==> src/hw/tcc_defs.svh <==
// offsets, fields, reset values and timing of the conversion control
`ifndef TCC_DEFS_SVH
`define TCC_DEFS_SVH

`define TCC_CLK_MHZ        125

`define TCC_REG_CONV_CTL   8'h01
`define TCC_REG_CTL2       8'h02
`define TCC_REG_SEQ        8'h03
`define TCC_REG_RES_FIRST  8'h08
`define TCC_REG_RES_LAST   8'h0d
`define TCC_REG_ID         8'h0e

`define TCC_CC_RESET       16'h0000
`define TCC_C2_RESET       16'h4040
`define TCC_SEQ_RESET      16'h0000

`define TCC_F_TMR          7:0
`define TCC_F_ACQ          9:8
`define TCC_F_MODE         11:10
`define TCC_F_CHAN         14:12
`define TCC_B_ALERT_OFF    15
`define TCC_F_PWR          15:14
`define TCC_B_SER          9
`define TCC_F_FCD          3:0
`define TCC_F_SEQ          7:1
`define TCC_B_VBAT         2
`define TCC_B_AUX          3

`define TCC_ACQ_BASE_NS    2000
`define TCC_ACQ_BASE_CYC   ((`TCC_ACQ_BASE_NS * `TCC_CLK_MHZ + 999) / 1000)
`define TCC_TMR_BASE_US    550
`define TCC_TMR_BASE_CYC   (`TCC_TMR_BASE_US * `TCC_CLK_MHZ)
`define TCC_TMR_STEP_US    35
`define TCC_TMR_STEP_CYC   (`TCC_TMR_STEP_US * `TCC_CLK_MHZ)
`define TCC_SETTLE_US      128
`define TCC_SETTLE_CYC     (`TCC_SETTLE_US * `TCC_CLK_MHZ)

`endif

==> src/hw/tcc_pkg.sv <==
// types shared by the conversion control modules
package tcc_pkg;

  typedef enum logic [1:0] {
    MODE_IDLE   = 2'b00,
    MODE_SINGLE = 2'b01,
    MODE_SLAVE  = 2'b10,
    MODE_MASTER = 2'b11
  } tcc_mode_t;

  typedef enum logic [2:0] {
    ST_IDLE   = 3'b000,
    ST_SETTLE = 3'b001,
    ST_ACQ    = 3'b010,
    ST_CONV   = 3'b011,
    ST_NEXT   = 3'b100
  } tcc_state_t;

  typedef enum logic [1:0] {
    REF_SUPPLY = 2'b00,
    REF_Y      = 2'b01,
    REF_X      = 2'b10,
    REF_PRESS  = 2'b11
  } tcc_ref_t;

  typedef struct packed {
    logic     xp;
    logic     xm;
    logic     yp;
    logic     ym;
    tcc_ref_t refsel;
  } tcc_sw_t;

  typedef struct packed {
    tcc_state_t  st;
    logic [15:0] cc;
    logic [15:0] c2;
    logic [15:0] seq;
    logic [2:0]  chan;
    logic [23:0] cnt;
    logic [23:0] tmr;
    logic        tmr_run;
    logic        start_pend;
    logic        touch_prev;
    tcc_sw_t     sw;
    logic        sample_window_select;
    logic        conv_start;
    logic        alert_n;
    logic        res_we;
    logic [2:0]  res_idx;
    logic [15:0] res_dat;
    logic        rd_p;
    logic        rd_mem_p;
    logic [15:0] rd_ctl_p;
    logic        rd_vld;
    logic [15:0] rd_data;
  } tcc_st_t;

endpackage

==> src/hw/tcc_res_if.sv <==
// result store port between the control and its memory
`timescale 1ns/1ps
interface tcc_res_if #(parameter int AW = 3, parameter int DW = 16);
  logic          we;
  logic [AW-1:0] waddr;
  logic [DW-1:0] wdata;
  logic [AW-1:0] raddr;
  logic [DW-1:0] rdata;
  modport ctl (output we, waddr, wdata, raddr, input rdata);
  modport mem (input we, waddr, wdata, raddr, output rdata);
endinterface

==> src/hw/tcc_res_mem.sv <==
// result register memory with registered read data
`timescale 1ns/1ps
module tcc_res_mem #(
  parameter int DEPTH = 6
) (
  // clock and reset
  input  logic   ref_clk,
  input  logic   sys_rst,
  // access
  tcc_res_if.mem res
);
  import tcc_pkg::*;

  logic [15:0] mem_q [DEPTH];

  always_ff @(posedge ref_clk) begin
    if (sys_rst) begin
      for (int i = 0; i < DEPTH; i++) begin
        mem_q[i] <= 16'h0000;
      end
      res.rdata <= 16'h0000;
    end else begin
      if (res.we && (int'(res.waddr) < DEPTH)) begin
        mem_q[res.waddr] <= res.wdata;
      end
      res.rdata <= (int'(res.raddr) < DEPTH) ? mem_q[res.raddr] : 16'h0000;
    end
  end
endmodule // tcc_res_mem

==> src/hw/tcc_conv_ctl.sv <==
// conversion control of the touch screen converter
`timescale 1ns/1ps
`include "tcc_defs.svh"
module tcc_conv_ctl #(
  parameter int unsigned TMR_BASE_CYC    = `TCC_TMR_BASE_CYC,
  parameter int unsigned TMR_STEP_CYC    = `TCC_TMR_STEP_CYC,
  parameter int unsigned SETTLE_UNIT_CYC = `TCC_SETTLE_CYC,
  // identity value is arbitrary
  parameter logic [15:0] DEVICE_ID       = 16'h5a01
) (
  // clock and reset
  input  logic             ref_clk,
  input  logic             sys_rst,
  // register port
  input  logic             reg_wr,
  input  logic             reg_rd,
  input  logic [7:0]       reg_addr,
  input  logic [15:0]      reg_wdata,
  output logic [15:0]      reg_rdata,
  output logic             reg_rvalid,
  // screen and converter
  input  logic             touch_sense,
  input  logic             limit_hit,
  input  logic             conv_done,
  input  logic [11:0]      conv_data,
  output logic [2:0]       adc_chan,
  output tcc_pkg::tcc_sw_t plate_sw,
  output logic             acq_active,
  output logic             conv_start,
  output logic             shutdown,
  // shared alert pin
  output logic             touch_alert_n
);
  import tcc_pkg::*;

  tcc_st_t     s;
  tcc_st_t     n;
  tcc_mode_t   mode;
  logic        master;
  logic        fire;
  logic        pen;
  logic        go;
  logic        finish;
  logic [2:0]  nc;
  logic [7:0]  mask;
  tcc_res_if   res ();

  tcc_res_mem #(
    .DEPTH (6)
  ) u_mem (
    .ref_clk (ref_clk),
    .sys_rst (sys_rst),
    .res     (res)
  );

  // sequencer mask; with both aux and battery set, battery wins
  function automatic logic [7:0] seq_mask(input logic [15:0] r);
    logic [7:0] m;
    m = {r[`TCC_F_SEQ], 1'b0};
    if (m[`TCC_B_VBAT]) begin
      m[`TCC_B_AUX] = 1'b0;
    end
    return m;
  endfunction

  // highest enabled code below cur; cur 0 means start at top
  function automatic logic [2:0] next_chan(input logic [7:0] m,
                                           input logic [2:0] cur);
    logic [2:0] r;
    r = 3'h0;
    for (int i = 1; i < 8; i++) begin
      if (m[i] && (cur == 3'h0 || 3'(i) < cur)) begin
        r = 3'(i);
      end
    end
    return r;
  endfunction

  // result slot of an input code
  function automatic logic [2:0] res_slot(input logic [2:0] code);
    case (code)
      3'h7:    return 3'h0;
      3'h6:    return 3'h1;
      3'h5:    return 3'h2;
      3'h4:    return 3'h3;
      3'h3:    return 3'h4;
      3'h2:    return 3'h4;
      default: return 3'h5;
    endcase
  endfunction

  // plate switches and reference for a code
  function automatic tcc_sw_t sw_cfg(input logic [2:0] code,
                                     input logic ser);
    tcc_sw_t w;
    w = '{xp: 1'b0, xm: 1'b0, yp: 1'b0, ym: 1'b0, refsel: REF_SUPPLY};
    case (code)
      3'h7: begin
        w.yp = 1'b1;
        w.ym = 1'b1;
        w.refsel = ser ? REF_SUPPLY : REF_Y;
      end
      3'h6: begin
        w.xp = 1'b1;
        w.xm = 1'b1;
        w.refsel = ser ? REF_SUPPLY : REF_X;
      end
      3'h5, 3'h4: begin
        if (!ser) begin
          w.xm = 1'b1;
          w.yp = 1'b1;
          w.refsel = REF_PRESS;
        end
      end
      default: w.refsel = REF_SUPPLY;
    endcase
    return w;
  endfunction

  function automatic logic [23:0] acq_cyc(input logic [1:0] sel);
    return 24'(`TCC_ACQ_BASE_CYC) << sel;
  endfunction

  function automatic logic [23:0] settle_cyc(input logic [3:0] fcd);
    logic [5:0] k;
    case (fcd)
      4'ha:    k = 6'd12;
      4'hb:    k = 6'd14;
      4'hc:    k = 6'd16;
      4'hd:    k = 6'd20;
      4'he:    k = 6'd28;
      4'hf:    k = 6'd32;
      default: k = 6'({2'b00, fcd} + 6'd1);
    endcase
    return 24'(SETTLE_UNIT_CYC * k);
  endfunction

  function automatic logic [23:0] tmr_cyc(input logic [7:0] code);
    return 24'(TMR_BASE_CYC + TMR_STEP_CYC * (code - 8'h01));
  endfunction

  assign mode   = tcc_mode_t'(s.cc[`TCC_F_MODE]);
  assign master = (mode == MODE_MASTER);
  assign mask   = seq_mask(s.seq);
  assign pen    = touch_sense && !s.touch_prev;

  always_comb begin
    n = s;
    n.conv_start = 1'b0;
    n.res_we = 1'b0;
    n.rd_vld = 1'b0;
    n.touch_prev = touch_sense;
    finish = 1'b0;
    go = 1'b0;
    fire = 1'b0;
    nc = 3'h0;
    // pen-down or limit report on the shared pin
    n.alert_n = s.cc[`TCC_B_ALERT_OFF] ? !limit_hit : !touch_sense;
    // register reads, two cycles to data
    n.rd_p = reg_rd;
    n.rd_mem_p = (reg_addr >= `TCC_REG_RES_FIRST) &&
                 (reg_addr <= `TCC_REG_RES_LAST);
    case (reg_addr)
      `TCC_REG_CONV_CTL: n.rd_ctl_p = s.cc;
      `TCC_REG_CTL2:     n.rd_ctl_p = s.c2;
      `TCC_REG_SEQ:      n.rd_ctl_p = s.seq;
      `TCC_REG_ID:       n.rd_ctl_p = DEVICE_ID;
      default:           n.rd_ctl_p = 16'h0000;
    endcase
    if (s.rd_p) begin
      n.rd_vld = 1'b1;
      n.rd_data = s.rd_mem_p ? res.rdata : s.rd_ctl_p;
    end
    // interval timer
    if (s.tmr_run) begin
      if (s.tmr == 24'h000000) begin
        fire = 1'b1;
        n.tmr_run = 1'b0;
      end else begin
        n.tmr = s.tmr - 24'h000001;
      end
    end
    if (master && !touch_sense) begin
      n.tmr_run = 1'b0;
      fire = 1'b0;
    end
    case (mode)
      MODE_SINGLE, MODE_SLAVE: go = s.start_pend || fire;
      MODE_MASTER: go = s.start_pend || pen || fire;
      default: go = 1'b0;
    endcase
    case (s.st)
      ST_IDLE: begin
        if (go) begin
          n.start_pend = 1'b0;
          if (mode == MODE_SINGLE) begin
            nc = s.cc[`TCC_F_CHAN];
          end else begin
            nc = next_chan(mask, 3'h0);
          end
          if (nc == 3'h0) begin
            finish = 1'b1;
          end else begin
            n.chan = nc;
            n.st = ST_SETTLE;
            n.cnt = settle_cyc(s.c2[`TCC_F_FCD]) - 24'h000001;
          end
        end
      end
      ST_SETTLE: begin
        if (s.cnt == 24'h000000) begin
          n.st = ST_ACQ;
          n.sample_window_select = 1'b1;
          n.cnt = acq_cyc(s.cc[`TCC_F_ACQ]) - 24'h000001;
        end else begin
          n.cnt = s.cnt - 24'h000001;
        end
      end
      ST_ACQ: begin
        if (s.cnt == 24'h000000) begin
          n.st = ST_CONV;
          n.sample_window_select = 1'b0;
          n.conv_start = 1'b1;
        end else begin
          n.cnt = s.cnt - 24'h000001;
        end
      end
      ST_CONV: begin
        if (conv_done) begin
          n.res_we = 1'b1;
          n.res_idx = res_slot(s.chan);
          n.res_dat = {4'h0, conv_data};
          n.st = ST_NEXT;
        end
      end
      ST_NEXT: begin
        if (mode != MODE_SINGLE) begin
          nc = next_chan(mask, s.chan);
        end
        if (nc == 3'h0) begin
          finish = 1'b1;
        end else begin
          n.chan = nc;
          if (nc >= 3'h4) begin
            n.st = ST_SETTLE;
            n.cnt = settle_cyc(s.c2[`TCC_F_FCD]) - 24'h000001;
          end else begin
            n.st = ST_ACQ;
            n.sample_window_select = 1'b1;
            n.cnt = acq_cyc(s.cc[`TCC_F_ACQ]) - 24'h000001;
          end
        end
      end
      default: n.st = ST_IDLE;
    endcase
    // end of a pass: clear mode, rearm timer, or wait for touch
    if (finish) begin
      n.st = ST_IDLE;
      if (s.cc[`TCC_F_TMR] == 8'h00) begin
        if (!master) begin
          n.cc[`TCC_F_MODE] = MODE_IDLE;
        end
      end else if (!master || touch_sense) begin
        n.tmr_run = 1'b1;
        n.tmr = tmr_cyc(s.cc[`TCC_F_TMR]) - 24'h000001;
      end
    end
    // a write to the conversion control register aborts any pass in progress
    if (reg_wr) begin
      case (reg_addr)
        `TCC_REG_CONV_CTL: begin
          n.cc = reg_wdata;
          n.st = ST_IDLE;
          n.tmr_run = 1'b0;
          n.sample_window_select = 1'b0;
          n.conv_start = 1'b0;
          n.start_pend = 1'b0;
          case (tcc_mode_t'(reg_wdata[`TCC_F_MODE]))
            MODE_SINGLE, MODE_SLAVE: n.start_pend = 1'b1;
            MODE_MASTER: n.start_pend = touch_sense;
            default: n.start_pend = 1'b0;
          endcase
        end
        `TCC_REG_CTL2: n.c2 = reg_wdata;
        `TCC_REG_SEQ:  n.seq = reg_wdata;
        default: n.st = n.st;
      endcase
    end
    if (n.c2[`TCC_F_PWR] == 2'b00) begin
      n.st = ST_IDLE;
      n.tmr_run = 1'b0;
      n.start_pend = 1'b0;
      n.sample_window_select = 1'b0;
      n.conv_start = 1'b0;
    end
    n.sw = (n.st == ST_IDLE) ?
           '{xp: 1'b0, xm: 1'b0, yp: 1'b0, ym: 1'b0, refsel: REF_SUPPLY} :
           sw_cfg(n.chan, n.c2[`TCC_B_SER]);
  end

  always_ff @(posedge ref_clk) begin
    if (sys_rst) begin
      s <= '0;
      s.cc <= `TCC_CC_RESET;
      s.c2 <= `TCC_C2_RESET;
      s.seq <= `TCC_SEQ_RESET;
      s.alert_n <= 1'b1;
      s.st <= ST_IDLE;
    end else begin
      s <= n;
    end
  end

  assign res.we      = s.res_we;
  assign res.waddr   = s.res_idx;
  assign res.wdata   = s.res_dat;
  assign res.raddr   = 3'(reg_addr - `TCC_REG_RES_FIRST);
  assign reg_rdata   = s.rd_data;
  assign reg_rvalid  = s.rd_vld;
  assign adc_chan    = s.chan;
  assign plate_sw    = s.sw;
  assign acq_active  = s.sample_window_select;
  assign conv_start  = s.conv_start;
  assign shutdown    = (s.c2[`TCC_F_PWR] == 2'b00);
  assign touch_alert_n = s.alert_n;

  // checks
  logic [23:0] acq_seen_q;
  always_ff @(posedge ref_clk) begin
    if (sys_rst) begin
      acq_seen_q <= 24'h000000;
    end else begin
      acq_seen_q <= s.sample_window_select ? acq_seen_q + 24'h000001 : 24'h000000;
    end
  end
endmodule // tcc_conv_ctl

==> config.mk <==
export PLATFORM = sky130hd
export DESIGN_NAME = tcc_conv_ctl
export DESIGN_NICKNAME = d
export VERILOG_FILES = /design/src/hw/tcc_pkg.sv /design/src/hw/tcc_res_if.sv /design/src/hw/tcc_res_mem.sv /design/src/hw/tcc_conv_ctl.sv
export VERILOG_INCLUDE_DIRS = /design/src /design/src/hw
export SDC_FILE = /design/constraint.sdc
export NUM_CORES = 1
export LEC_CHECK = 0
export ABC_AREA = 1
export BUFFER_PORTS_ARGS = -buffer_cell sky130_fd_sc_hd__buf_2
export CAP_MARGIN = 15
export CORE_UTILIZATION = 35
export DETAILED_ROUTE_END_ITERATION = 12
export GPL_ROUTABILITY_DRIVEN = 0
export SLEW_MARGIN = 20
export SYNTH_ARGS = -nofsm -noshare
export SYNTH_HDL_FRONTEND = slang
export SYNTH_SLANG_ARGS = --single-unit
==> constraint.sdc <==
create_clock -name ref_clk -period 5.1 [get_ports ref_clk]
set_input_delay 0.255 -clock ref_clk [delete_from_list [all_inputs] [get_ports ref_clk]]
set_output_delay 0.255 -clock ref_clk [all_outputs]
set_load 0.05 [all_outputs]
---- Word level (Yosys, flattened, before mapping) ----
Memory sizes are Yosys's and may differ from the RTL's. A register that Yosys moved wholly into a read port is not among the register bits.
Index checks and enable logic that the tools add are counted.
word-level totals
  RAM bits ................................ 72
  register bits ........................... 181
  logic and storage cells ................. 247
  output and inout bits ................... 30
  memories ................................ 1
  input port bits ......................... 43
memories
  memory       depth  bits a word  rd ports  clocked after Yosys merged registers in  write ports  line               text
  u_mem.mem_q  6      12           1         1                                        6            tcc_res_mem.sv:14  logic [15:0] mem_q [DEPTH];
cells by class
  reduce and logical (&&, ||, !) cells .... 51
  shift operators ......................... 1
  add/subtract/negate cells ............... 10
  eq/ne operators ......................... 35
  multipliers ............................. 3
  bitwise logic cells ..................... 2
  magnitude comparators ................... 12
  mux-type cells .......................... 103
operators by type and width
  operator                                                              number
  25-bit 2-to-1 mux                                                     4
  24-bit 2-to-1 mux                                                     4
  24-bit one-hot mux with 4 select lines                                1
  24-bit by 1-bit subtractor with 24-bit output, second input constant  4
  27-bit 2-to-1 mux                                                     3
  3-bit 2-to-1 mux                                                      27
  16-bit 2-to-1 mux                                                     4
  16-bit one-hot mux with 4 select lines                                1
  51-bit 2-to-1 mux                                                     1
  24-bit zero test                                                      2
  20-bit by 1-bit subtractor with 21-bit output, second input constant  2
  6-bit 2-to-1 mux                                                      6
  6-bit one-hot mux with 6 select lines                                 1
  3-bit one-hot mux with 5 select lines                                 2
  3-bit == test, second input constant                                  9
  1-bit 2-to-1 mux                                                      27
  7-bit by 6-bit multiplier with 13-bit output, first input constant    2
  18-bit by 23-bit adder with 24-bit output, first input constant       1
  4-bit == test, second input constant                                  6
  8-bit by 2-bit left shift with 24-bit output, first input constant    1
  14-bit by 9-bit multiplier with 23-bit output, first input constant   1
  2-bit 2-to-1 mux                                                      11
  20-bit 2-to-1 mux                                                     1
  17-bit 2-to-1 mux                                                     1
  36 further kinds                                                      95

---- Depth between registers and ports, before layout ----
Gate-level depths: netlist of run 1.
  word-level depth ........................ 24
  depth in mapped cells ................... 28
  mapped depth without buffers ............ 28

---- Hierarchy ----
From an unflattened synthesis of run 1, not the netlist that was laid out.
unflattened totals
  cells, all modules ...................... 2629
  area, all modules ....................... 19463.7 um^2
by module, submodules not included
  module        cells an instance  area each (um^2)  times used  seq. area each (um^2)
  tcc_conv_ctl  1916               12927.4           1           3303.2
  tcc_res_mem   713                6536.3            1           4164.0

---- Least setup slack after synthesis of run 1 ----
No wires, ideal clock.
  path kind ............................... reg2reg
  from .................................... register s[150] in the netlist's numbering
  to ...................................... register s[87] in the netlist's numbering
  clock period less this slack ............ 5262 ps
  library setup time ...................... 66 ps
  arrival time ............................ 5196 ps
  cell stages (with the launch flop) ...... 25
  path slack .............................. -162 ps
  buffers on the path ..................... 0
  required time ........................... 5034 ps
  cells stage by stage .................... dfxtp_1 > inv_1 > nand4_1 > nor3_1 > xor2_1 > inv_1 > ha_1 > xor2_1 > xnor2_1 > fa_1 > inv_1 > fa_1 > inv_1 > fa_1 > inv_1 > ha_1 > nand2_1 > nor2_1 > nand2_1 > o21ai_0 > nand3_1 > nor2_1 > a21oi_1 > or2_2 > a21oi_2
between the ends
  cells in the longest elaborated chain, start to end .. 7
  elaborated cells between the ends (all ways) .. 8
  those cells by class .................... add/sub (3); mul (1); mux (3); reduce/logical (1)
RTL lines
  item                                           line                 text
  start, declared                                tcc_conv_ctl.sv:36   tcc_st_t s;
  start signal, assigned                         tcc_conv_ctl.sv:310  s <= n;
  8-bit by 1-bit subtractor with 9-bit output    tcc_conv_ctl.sv:139  return 24'(TMR_BASE_CYC + TMR_STEP_CYC * (code - 8'h01));
  14-bit by 9-bit multiplier with 23-bit output  tcc_conv_ctl.sv:139
  18-bit by 23-bit adder with 24-bit output      tcc_conv_ctl.sv:139
  24-bit by 1-bit subtractor with 24-bit output  tcc_conv_ctl.sv:265  n.tmr = tmr_cyc(s.cc[`TCC_F_TMR]) - 24'h000001;
  25-bit 2-to-1 mux                              tcc_conv_ctl.sv:263  end else if (!master || touch_sense) begin
  25-bit 2-to-1 mux (*)                          tcc_conv_ctl.sv:259  if (s.cc[`TCC_F_TMR] == 8'h00) begin
  25-bit 2-to-1 mux (*)                          tcc_conv_ctl.sv:257  if (finish) begin
Every way passes the cells marked *; elsewhere a longest branch is shown, timed or not.
A chain may end at the register's enable or synchronous reset.

---- Final worst setup path of run 1 ----
  from .................................... register s[152] in the netlist's numbering
  to ...................................... register s[87] in the netlist's numbering
The elaborated chain is that of the path after synthesis.

==> summary.json, run 1 <==
{
  "seq_area_um2": 6430,
  "multi_input_comb_area_um2": 8850,
  "critPathCaptureType": "flop",
  "setup_viol": 0,
  "synth_cell_type_count": 55,
  "worst_hold_path_type": "in2reg",
  "die_ht_um": 219,
  "grt.total_usage_pct": 19.0,
  "nNetsFinal": 2385,
  "floorplan.rows": 79,
  "tritoncts_clock_tree": "yes",
  "post_synth_fa_ha_maj_area_fraction_pct": 12.2,
  "wire_per_inst_um": 15.9,
  "synth-main-ff-cell": "sky130_fd_sc_hd__dfxtp_1",
  "postSynthCellCount": 2097,
  "synth_seq_area_share_pct": 38.8,
  "max_slew_margin_vs_limit_pct": 30.1,
  "worst_clock_skew_ps": 16.1,
  "detailedRoute.firstIterationViolations": 1072,
  "post_synth_instance_area_um2": 16500,
  "worst_ep_required_time_ps": 5620,
  "ctsHtreeMaxLevel": 1,
  "report.final.hold_viol_count": 0,
  "tritoncts.num_buffers": 29,
  "antenna_found_initial": 0,
  "placedCellCount": 2744,
  "layout_common_cells": "381 x sky130_fd_sc_hd__nand2_1, 261 x sky130_fd_sc_hd__inv_1, 220 x sky130_fd_sc_hd__nor2_1, 174 x sky130_fd_sc_hd__dfxtp_1, 167 x sky130_fd_sc_hd__a21oi_1",
  "grt_max_degree": 73,
  "swShare_pct": 24.8,
  "drt-total-wl_um": 45100,
  "power_density_nw_per_um2": 262,
  "synth.avg_cell_area_um2": 7.89,
  "share_of_total_power_in_combinational_logic_pct": 9.6,
  "layout.core_utilization_pct": 40.7,
  "power.net_switching_mw": 1.23,
  "clock_sinks": 273,
  "compound_cell_area_share_of_the_yosys_netlist_pct": 14.8,
  "critPathKind": "reg2reg",
  "arrival_ps": 5450,
  "floorplan.initialDensity_pct": 35.5,
  "area_growth_syn_to_layout_pct": 14.6,
  "power.total_mw": 4.97,
  "share_clk_of_total_power_pct": 44.1,
  "share_of_async_settable_or_async_resettable_flops_after_synthesis_pct": 0,
  "vdd_ir_drop_max_mv": 0.228,
  "finalNonFillerCells": 2828,
  "n_antenna_cell": 0,
  "numPortBuffers": 72,
  "timing.critical_path.fanout_max": 4,
  "synth_seq_cells": 273,
  "coreArea_um2": 46600,
  "num_vias": 14300,
  "max_capacitance_violation_total": 0,
  "drt_first_pass_iters": 8,
  "floorplan.die_area_um2": 48200,
  "clock-root-buffer": "sky130_fd_sc_hd__clkbuf_16",
  "grt_remaining_overflow": 0,
  "post-dp-hpwl_um": 33400,
  "grt_first_pass_wirelength_um": 73100,
  "remaining_drc_errors": 0,
  "io_pins": 73,
  "horizontal_die_dimension_um": 219,
  "synthMuxAreaShare_pct": 0,
  "reg2reg_slack_ps": 160,
  "worst_slew_pin_slew_ps": 1050,
  "insertion_delay_ps": 580,
  "max_freq_mhz": 202,
  "outcome": "finished, final reports clean",
  "grt_pass1_vias": 13900,
  "final-max-slew-violation-count": 0,
  "synth_top_family_by_area": "simple AND/OR/NAND/NOR gates",
  "placement.setup.worst_slack_ps": -89.9,
  "synth_enable_flop_cells": 96,
  "setup.worst_path.start_class": "flop",
  "final_layout_size_suffix_gt1_share_pct": 12.6,
  "antenna_left": 0,
  "layout_commonest_cell": "sky130_fd_sc_hd__nand2_1",
  "final_worst_path_setup_slack_ps": 161,
  "clockBufferDepth": 3,
  "post-route-period-util_pct": 96.8,
  "num-fill-cells": 4662,
  "fin_crit_ps": 4940,
  "vias_per_cell": 5.05,
  "post_synth_xor_area_fraction_pct": 3.65,
  "finalSetupTns_ps": 0,
  "yosys.area_share.simple_pct": 21.2,
  "yosysWarnings": 0,
  "leakagePower_nw": 8.50,
  "cell_internal_pwr_mw": 3.73,
  "clk_pin_slew_worst_paths_ps": 60,
  "sequential_power_share_pct": 46.4
}
metrics by stage:
| step | hold slack (ps) | cell area (um2) |
|---|---|---|
| 5_1_grt | 57.9 | 19000 |
| 3_5_place_dp | 441 | 17500 |
| 4_1_cts | 5.93 | 18700 |
| 2_1_floorplan | 339 | 16600 |
| 3_3_place_gp | 438 | 17500 |
| 6_report | 16.7 | 19000 |
cell usage after synthesis (all sizes together) (8+ instances only):
cell type / instances / area [um2]
o221ai: 8 / 70.1
clkbuf: 45 / 169
ha: 114 / 1430
o21ai: 145 / 726
inv: 286 / 1070
nor4: 8 / 50.1
xor2: 48 / 420
xnor2: 21 / 184
a21oi: 187 / 988
a31oi: 11 / 68.8
a221oi: 8 / 70.1
or2: 11 / 68.8
buf: 38 / 283
nand4: 24 / 150
nor3: 29 / 183
nor2: 240 / 962
edfxtp: 96 / 2880
nand2: 398 / 1540
a22oi: 14 / 105
dfxtp: 177 / 3540
fa: 30 / 601
a211oi: 21 / 158
o211ai: 10 / 75.1
nand3: 91 / 490
final timing paths:
path	cells after the start	from	end
setup / recovery	25	s[152]	s[87]
hold / removal	3	conv_data[2]	res.wdata[2]
setup reg to reg	25	s[152]	s[87]
hold reg to reg	2	s[25]	reg_rdata[8]
layout make-up:
cell class / instances / area share (%)
Timing Repair Buffer: 130 / 4.53
Tap cell: 607 / 4.00
Clock inverter: 15 / 0.904
Inverter: 290 / 5.75
Clock buffer: 39 / 4.27
Sequential cell: 273 / 33.9
Multi-Input combinational cell: 1474 / 46.6
power groups by stage:
stage | clock (mW) | sequential [mW] | combinational (mW)
floorplan | 0 | 2.35 | 0.297
global placement | 0 | 2.35 | 0.432
detailed placement | 0 | 2.35 | 0.437
CTS | 2.22 | 2.30 | 0.454
global route | 2.31 | 2.31 | 0.529
finish | 2.19 | 2.30 | 0.475
kinds of logic after synthesis:
logic type / after synthesis
simple gates: 809
compound gates: 428
xor+xnor: 69
other cells: 1
flops: 273
fa+ha+maj: 144
buf+inv: 373
flip-flops by register name, indices dropped and copies added, names as in the netlist:
signal,count
res.wdata,12
reg_rdata,16
u_mem.res.rdata,12
res.waddr,3
touch_alert_n,1
s,112
plate_sw,6
adc_chan,3
conv_start,1
u_mem.mem_q,96
mask,6
reg_rvalid,1
acq_active,1
mode,2
res.we,1
repair_timing:
item / in CTS / in global routing
gates resized for setup: 4 / 46
endpoints found under the setup margin: 5 / 17
hold buffers: 22 / 0
gates cloned: 0 / 0
pin swaps: 2 / 20
endpoints found under the hold margin: 32 / 0
setup buffers: 2 / 6
per-layer routing:
metal  wire length (um)  share of wire (%)  GRT usage [%]
met5                  0                  0              0
met2              20800                 46           31.7
met4                956                2.1           5.28
met3               2360                5.2           1.82
met1              21000                 47           25.9
worst max-delay path: stages, from the launching register on:
cell	delay [ps]
sky130_fd_sc_hd__dfxtp_2	340
sky130_fd_sc_hd__buf_6	130
sky130_fd_sc_hd__nor2_4	110
sky130_fd_sc_hd__nand4_1	150
sky130_fd_sc_hd__xor2_1	270
sky130_fd_sc_hd__inv_1	130
sky130_fd_sc_hd__buf_6	140
sky130_fd_sc_hd__ha_1	180
sky130_fd_sc_hd__ha_1	270
sky130_fd_sc_hd__inv_1	50
sky130_fd_sc_hd__fa_1	560
sky130_fd_sc_hd__inv_2	40
sky130_fd_sc_hd__fa_1	490
sky130_fd_sc_hd__inv_2	40
sky130_fd_sc_hd__fa_1	490
sky130_fd_sc_hd__inv_1	60
sky130_fd_sc_hd__ha_4	290
sky130_fd_sc_hd__nand2_1	60
sky130_fd_sc_hd__nor2_2	120
sky130_fd_sc_hd__nand2_1	70
sky130_fd_sc_hd__o21ai_2	170
sky130_fd_sc_hd__nand3_2	130
sky130_fd_sc_hd__nor2_2	150
sky130_fd_sc_hd__a21oi_2	80
sky130_fd_sc_hd__or2_4	230
sky130_fd_sc_hd__a21oi_2	120
Power figures use the tool's default switching activity.
==> run 2: changes to the inputs <==
Clock period 5.1 ns to 5.4 ns, I/O delays scaled along.
==> summary.json, run 2 (synthesis gave the netlist of run 1 again) <==
{
  "worst_ep_required_time_ps": 5920,
  "reg2reg_from": "s[152]",
  "wire_per_inst_um": 15.9,
  "floorplan.die_area_um2": 48200,
  "power.total_mw": 4.65,
  "use_met3_pct": 2.23,
  "grt_most_used_layer": "met2",
  "max_freq_mhz": 199,
  "power_density_nw_per_um2": 249,
  "largest_register": "s",
  "die_ht_um": 219,
  "max_slew_margin_vs_limit_pct": 34.8,
  "outcome": "finished, final reports clean",
  "insertion_delay_ps": 590,
  "worst_clock_skew_ps": 21.4,
  "vdd_ir_drop_max_mv": 0.201,
  "final_layout_size_suffix_gt1_share_pct": 11.3,
  "clock_sinks": 273,
  "cell_depth_of_the_worst_min_delay_path": 3,
  "critPathCaptureType": "flop",
  "horizontal_die_dimension_um": 219,
  "setup_viol": 0,
  "grt_max_degree": 86,
  "setup.worst_path.start_class": "flop",
  "leakagePower_nw": 8.43,
  "worst-r2r-cell-count": 24,
  "critPathKind": "reg2reg",
  "vias_per_cell": 5.04,
  "tritoncts.num_buffers": 29,
  "arrival_ps": 5550,
  "layout_common_cells": "383 x sky130_fd_sc_hd__nand2_1, 265 x sky130_fd_sc_hd__inv_1, 221 x sky130_fd_sc_hd__nor2_1, 175 x sky130_fd_sc_hd__dfxtp_1, 170 x sky130_fd_sc_hd__a21oi_1",
  "crit_buf_inv": 4,
  "max_capacitance_violation_total": 0,
  "clock-root-buffer": "sky130_fd_sc_hd__clkbuf_16",
  "report.final.hold_viol_count": 0,
  "slowest_stage": "sky130_fd_sc_hd__fa_1",
  "timing.critical_path.fanout_max": 5,
  "use_met1_pct": 25.2,
  "cpLargestDelayFamily": "adder cells",
  "floorplan.initialDensity_pct": 35.5,
  "grt_remaining_overflow": 0,
  "crit_path_frequent_cell": "sky130_fd_sc_hd__inv_1",
  "io_pins": 73,
  "cp_slowest_stage_delay_ps": 530,
  "drt-total-wl_um": 44800,
  "hold_ws_ps": 18.9,
  "worst_hold_path_type": "in2reg",
  "antenna_left": 0,
  "remaining_drc_errors": 0,
  "nNetsFinal": 2367,
  "cp_cell_sequence": "nor2_2 -> nand4_1 -> nor3_2 -> xor2_1 -> inv_1 -> ha_1 -> xor2_1 -> xnor2_1 -> fa_1 -> inv_1 -> fa_1 -> inv_1 -> fa_1 -> inv_1 -> ha_4 -> nand2_1 -> nor2_2 -> nand2_1 -> o21ai_2 -> nand3_2 -> nor2_2 -> a21oi_2 -> or2_2 -> a21oi_2",
  "grt_first_pass_wirelength_um": 71500,
  "grtUsageMet2_pct": 31.4,
  "post-dp-hpwl_um": 33500,
  "detailedRoute.firstIterationViolations": 997,
  "tritoncts_clock_tree": "yes",
  "numPortBuffers": 72,
  "final-max-slew-violation-count": 0,
  "clockBufferDepth": 3,
  "area_growth_syn_to_layout_pct": 13.1,
  "r2r_end": "s[87]",
  "layout_commonest_cell": "sky130_fd_sc_hd__nand2_1",
  "num_vias": 14200,
  "n_antenna_cell": 0,
  "post-route-period-util_pct": 93.0,
  "drt_first_pass_iters": 5,
  "clk_pin_slew_worst_paths_ps": 60,
  "largest_reg_flops": 112,
  "grt.total_usage_pct": 18.7,
  "coreArea_um2": 46600,
  "grt_pass1_vias": 13600,
  "floorplan.rows": 79,
  "worst_slew_pin_slew_ps": 975,
  "worstHoldStart": "conv_data[8]",
  "hold_path_end": "res.wdata[8]",
  "reg2reg_slack_ps": 380,
  "fin_crit_ps": 5020,
  "antenna_found_initial": 0,
  "ctsHtreeMaxLevel": 1
}
## run 2: changes by cell type in the layout (fill, tap and decap cells not counted), moves of 4 or more
cell,change
sky130_fd_sc_hd__inv_1,+4
sky130_fd_sc_hd__buf_4,-9
sky130_fd_sc_hd__dlygate4sd3_1,-7
sky130_fd_sc_hd__ha_1,+5
sky130_fd_sc_hd__clkbuf_8,+4
## run 2: cell type report
class,count,area (um2)
fill,4706,27800
multi-input combinational,1474,8740
sequential,273,6430
inverter,290,1090
clock buffer,42,880
tap,607,759
timing repair buffer,112,698
clock inverter,12,110
## run 2: how the worst max path moves through the flow
stage               startpoint     to  slack, ps  depth (start not counted)
CTS                     s[152]  s[85]         20                         25
global placement        s[152]  s[85]        130                         25
finish                  s[152]  s[87]        380                         24
floorplan               s[150]  s[87]        140                         24
detailed placement      s[152]  s[85]         50                         25
global route            s[151]  s[85]        -30                         26
## run 2: where the power goes
part	switching (mW)	leakage (nW)	internal, mW
Sequential	0.0142	2.41	2.16
Combinational	0.280	5.51	0.146
Clock	0.862	0.503	1.19
## run 2: repair_timing
item,in CTS,in global routing
buffers inserted,0,5
endpoints found under the setup margin,0,11
endpoints found under the hold margin,20,0
resized for setup,0,21
hold buffers,15,0
## run 2: metrics by stage
stage                     TNS, ps  cell area, um2  std cells  utilization, %  worst slack [ps]
final                           0           18700       2810            40.2               376
after CTS                       0           18600       2805            40.0              19.1
after global placement          0           17500       2736            37.5               133
after detailed placement        0           17500       2736            37.5              47.8
after floorplan                 0           16600       2120               -               138
after global routing        -25.9           18700       2810            40.2             -25.9
## run 2: per-layer routing
metal | routed length (um) | vias to the layer above
li1 | - | 7051
met1 | 20800 | 6730
met2 | 20800 | 314
met3 | 2310 | 61
met4 | 901 | 0
met5 | 0 | -
## run 2: worst register-to-register path, stage by stage, from the launching register on
cell,delay (ps)
sky130_fd_sc_hd__dfxtp_2,350
sky130_fd_sc_hd__nor2_2,130
sky130_fd_sc_hd__nand4_1,160
sky130_fd_sc_hd__nor3_2,230
sky130_fd_sc_hd__xor2_1,210
sky130_fd_sc_hd__inv_1,90
sky130_fd_sc_hd__ha_1,310
sky130_fd_sc_hd__xor2_1,180
sky130_fd_sc_hd__xnor2_1,180
sky130_fd_sc_hd__fa_1,490
sky130_fd_sc_hd__inv_1,60
sky130_fd_sc_hd__fa_1,530
sky130_fd_sc_hd__inv_1,50
sky130_fd_sc_hd__fa_1,500
sky130_fd_sc_hd__inv_1,60
sky130_fd_sc_hd__ha_4,290
sky130_fd_sc_hd__nand2_1,60
sky130_fd_sc_hd__nor2_2,130
sky130_fd_sc_hd__nand2_1,70
sky130_fd_sc_hd__o21ai_2,160
sky130_fd_sc_hd__nand3_2,130
sky130_fd_sc_hd__nor2_2,140
sky130_fd_sc_hd__a21oi_2,60
sky130_fd_sc_hd__or2_2,280
sky130_fd_sc_hd__a21oi_2,120
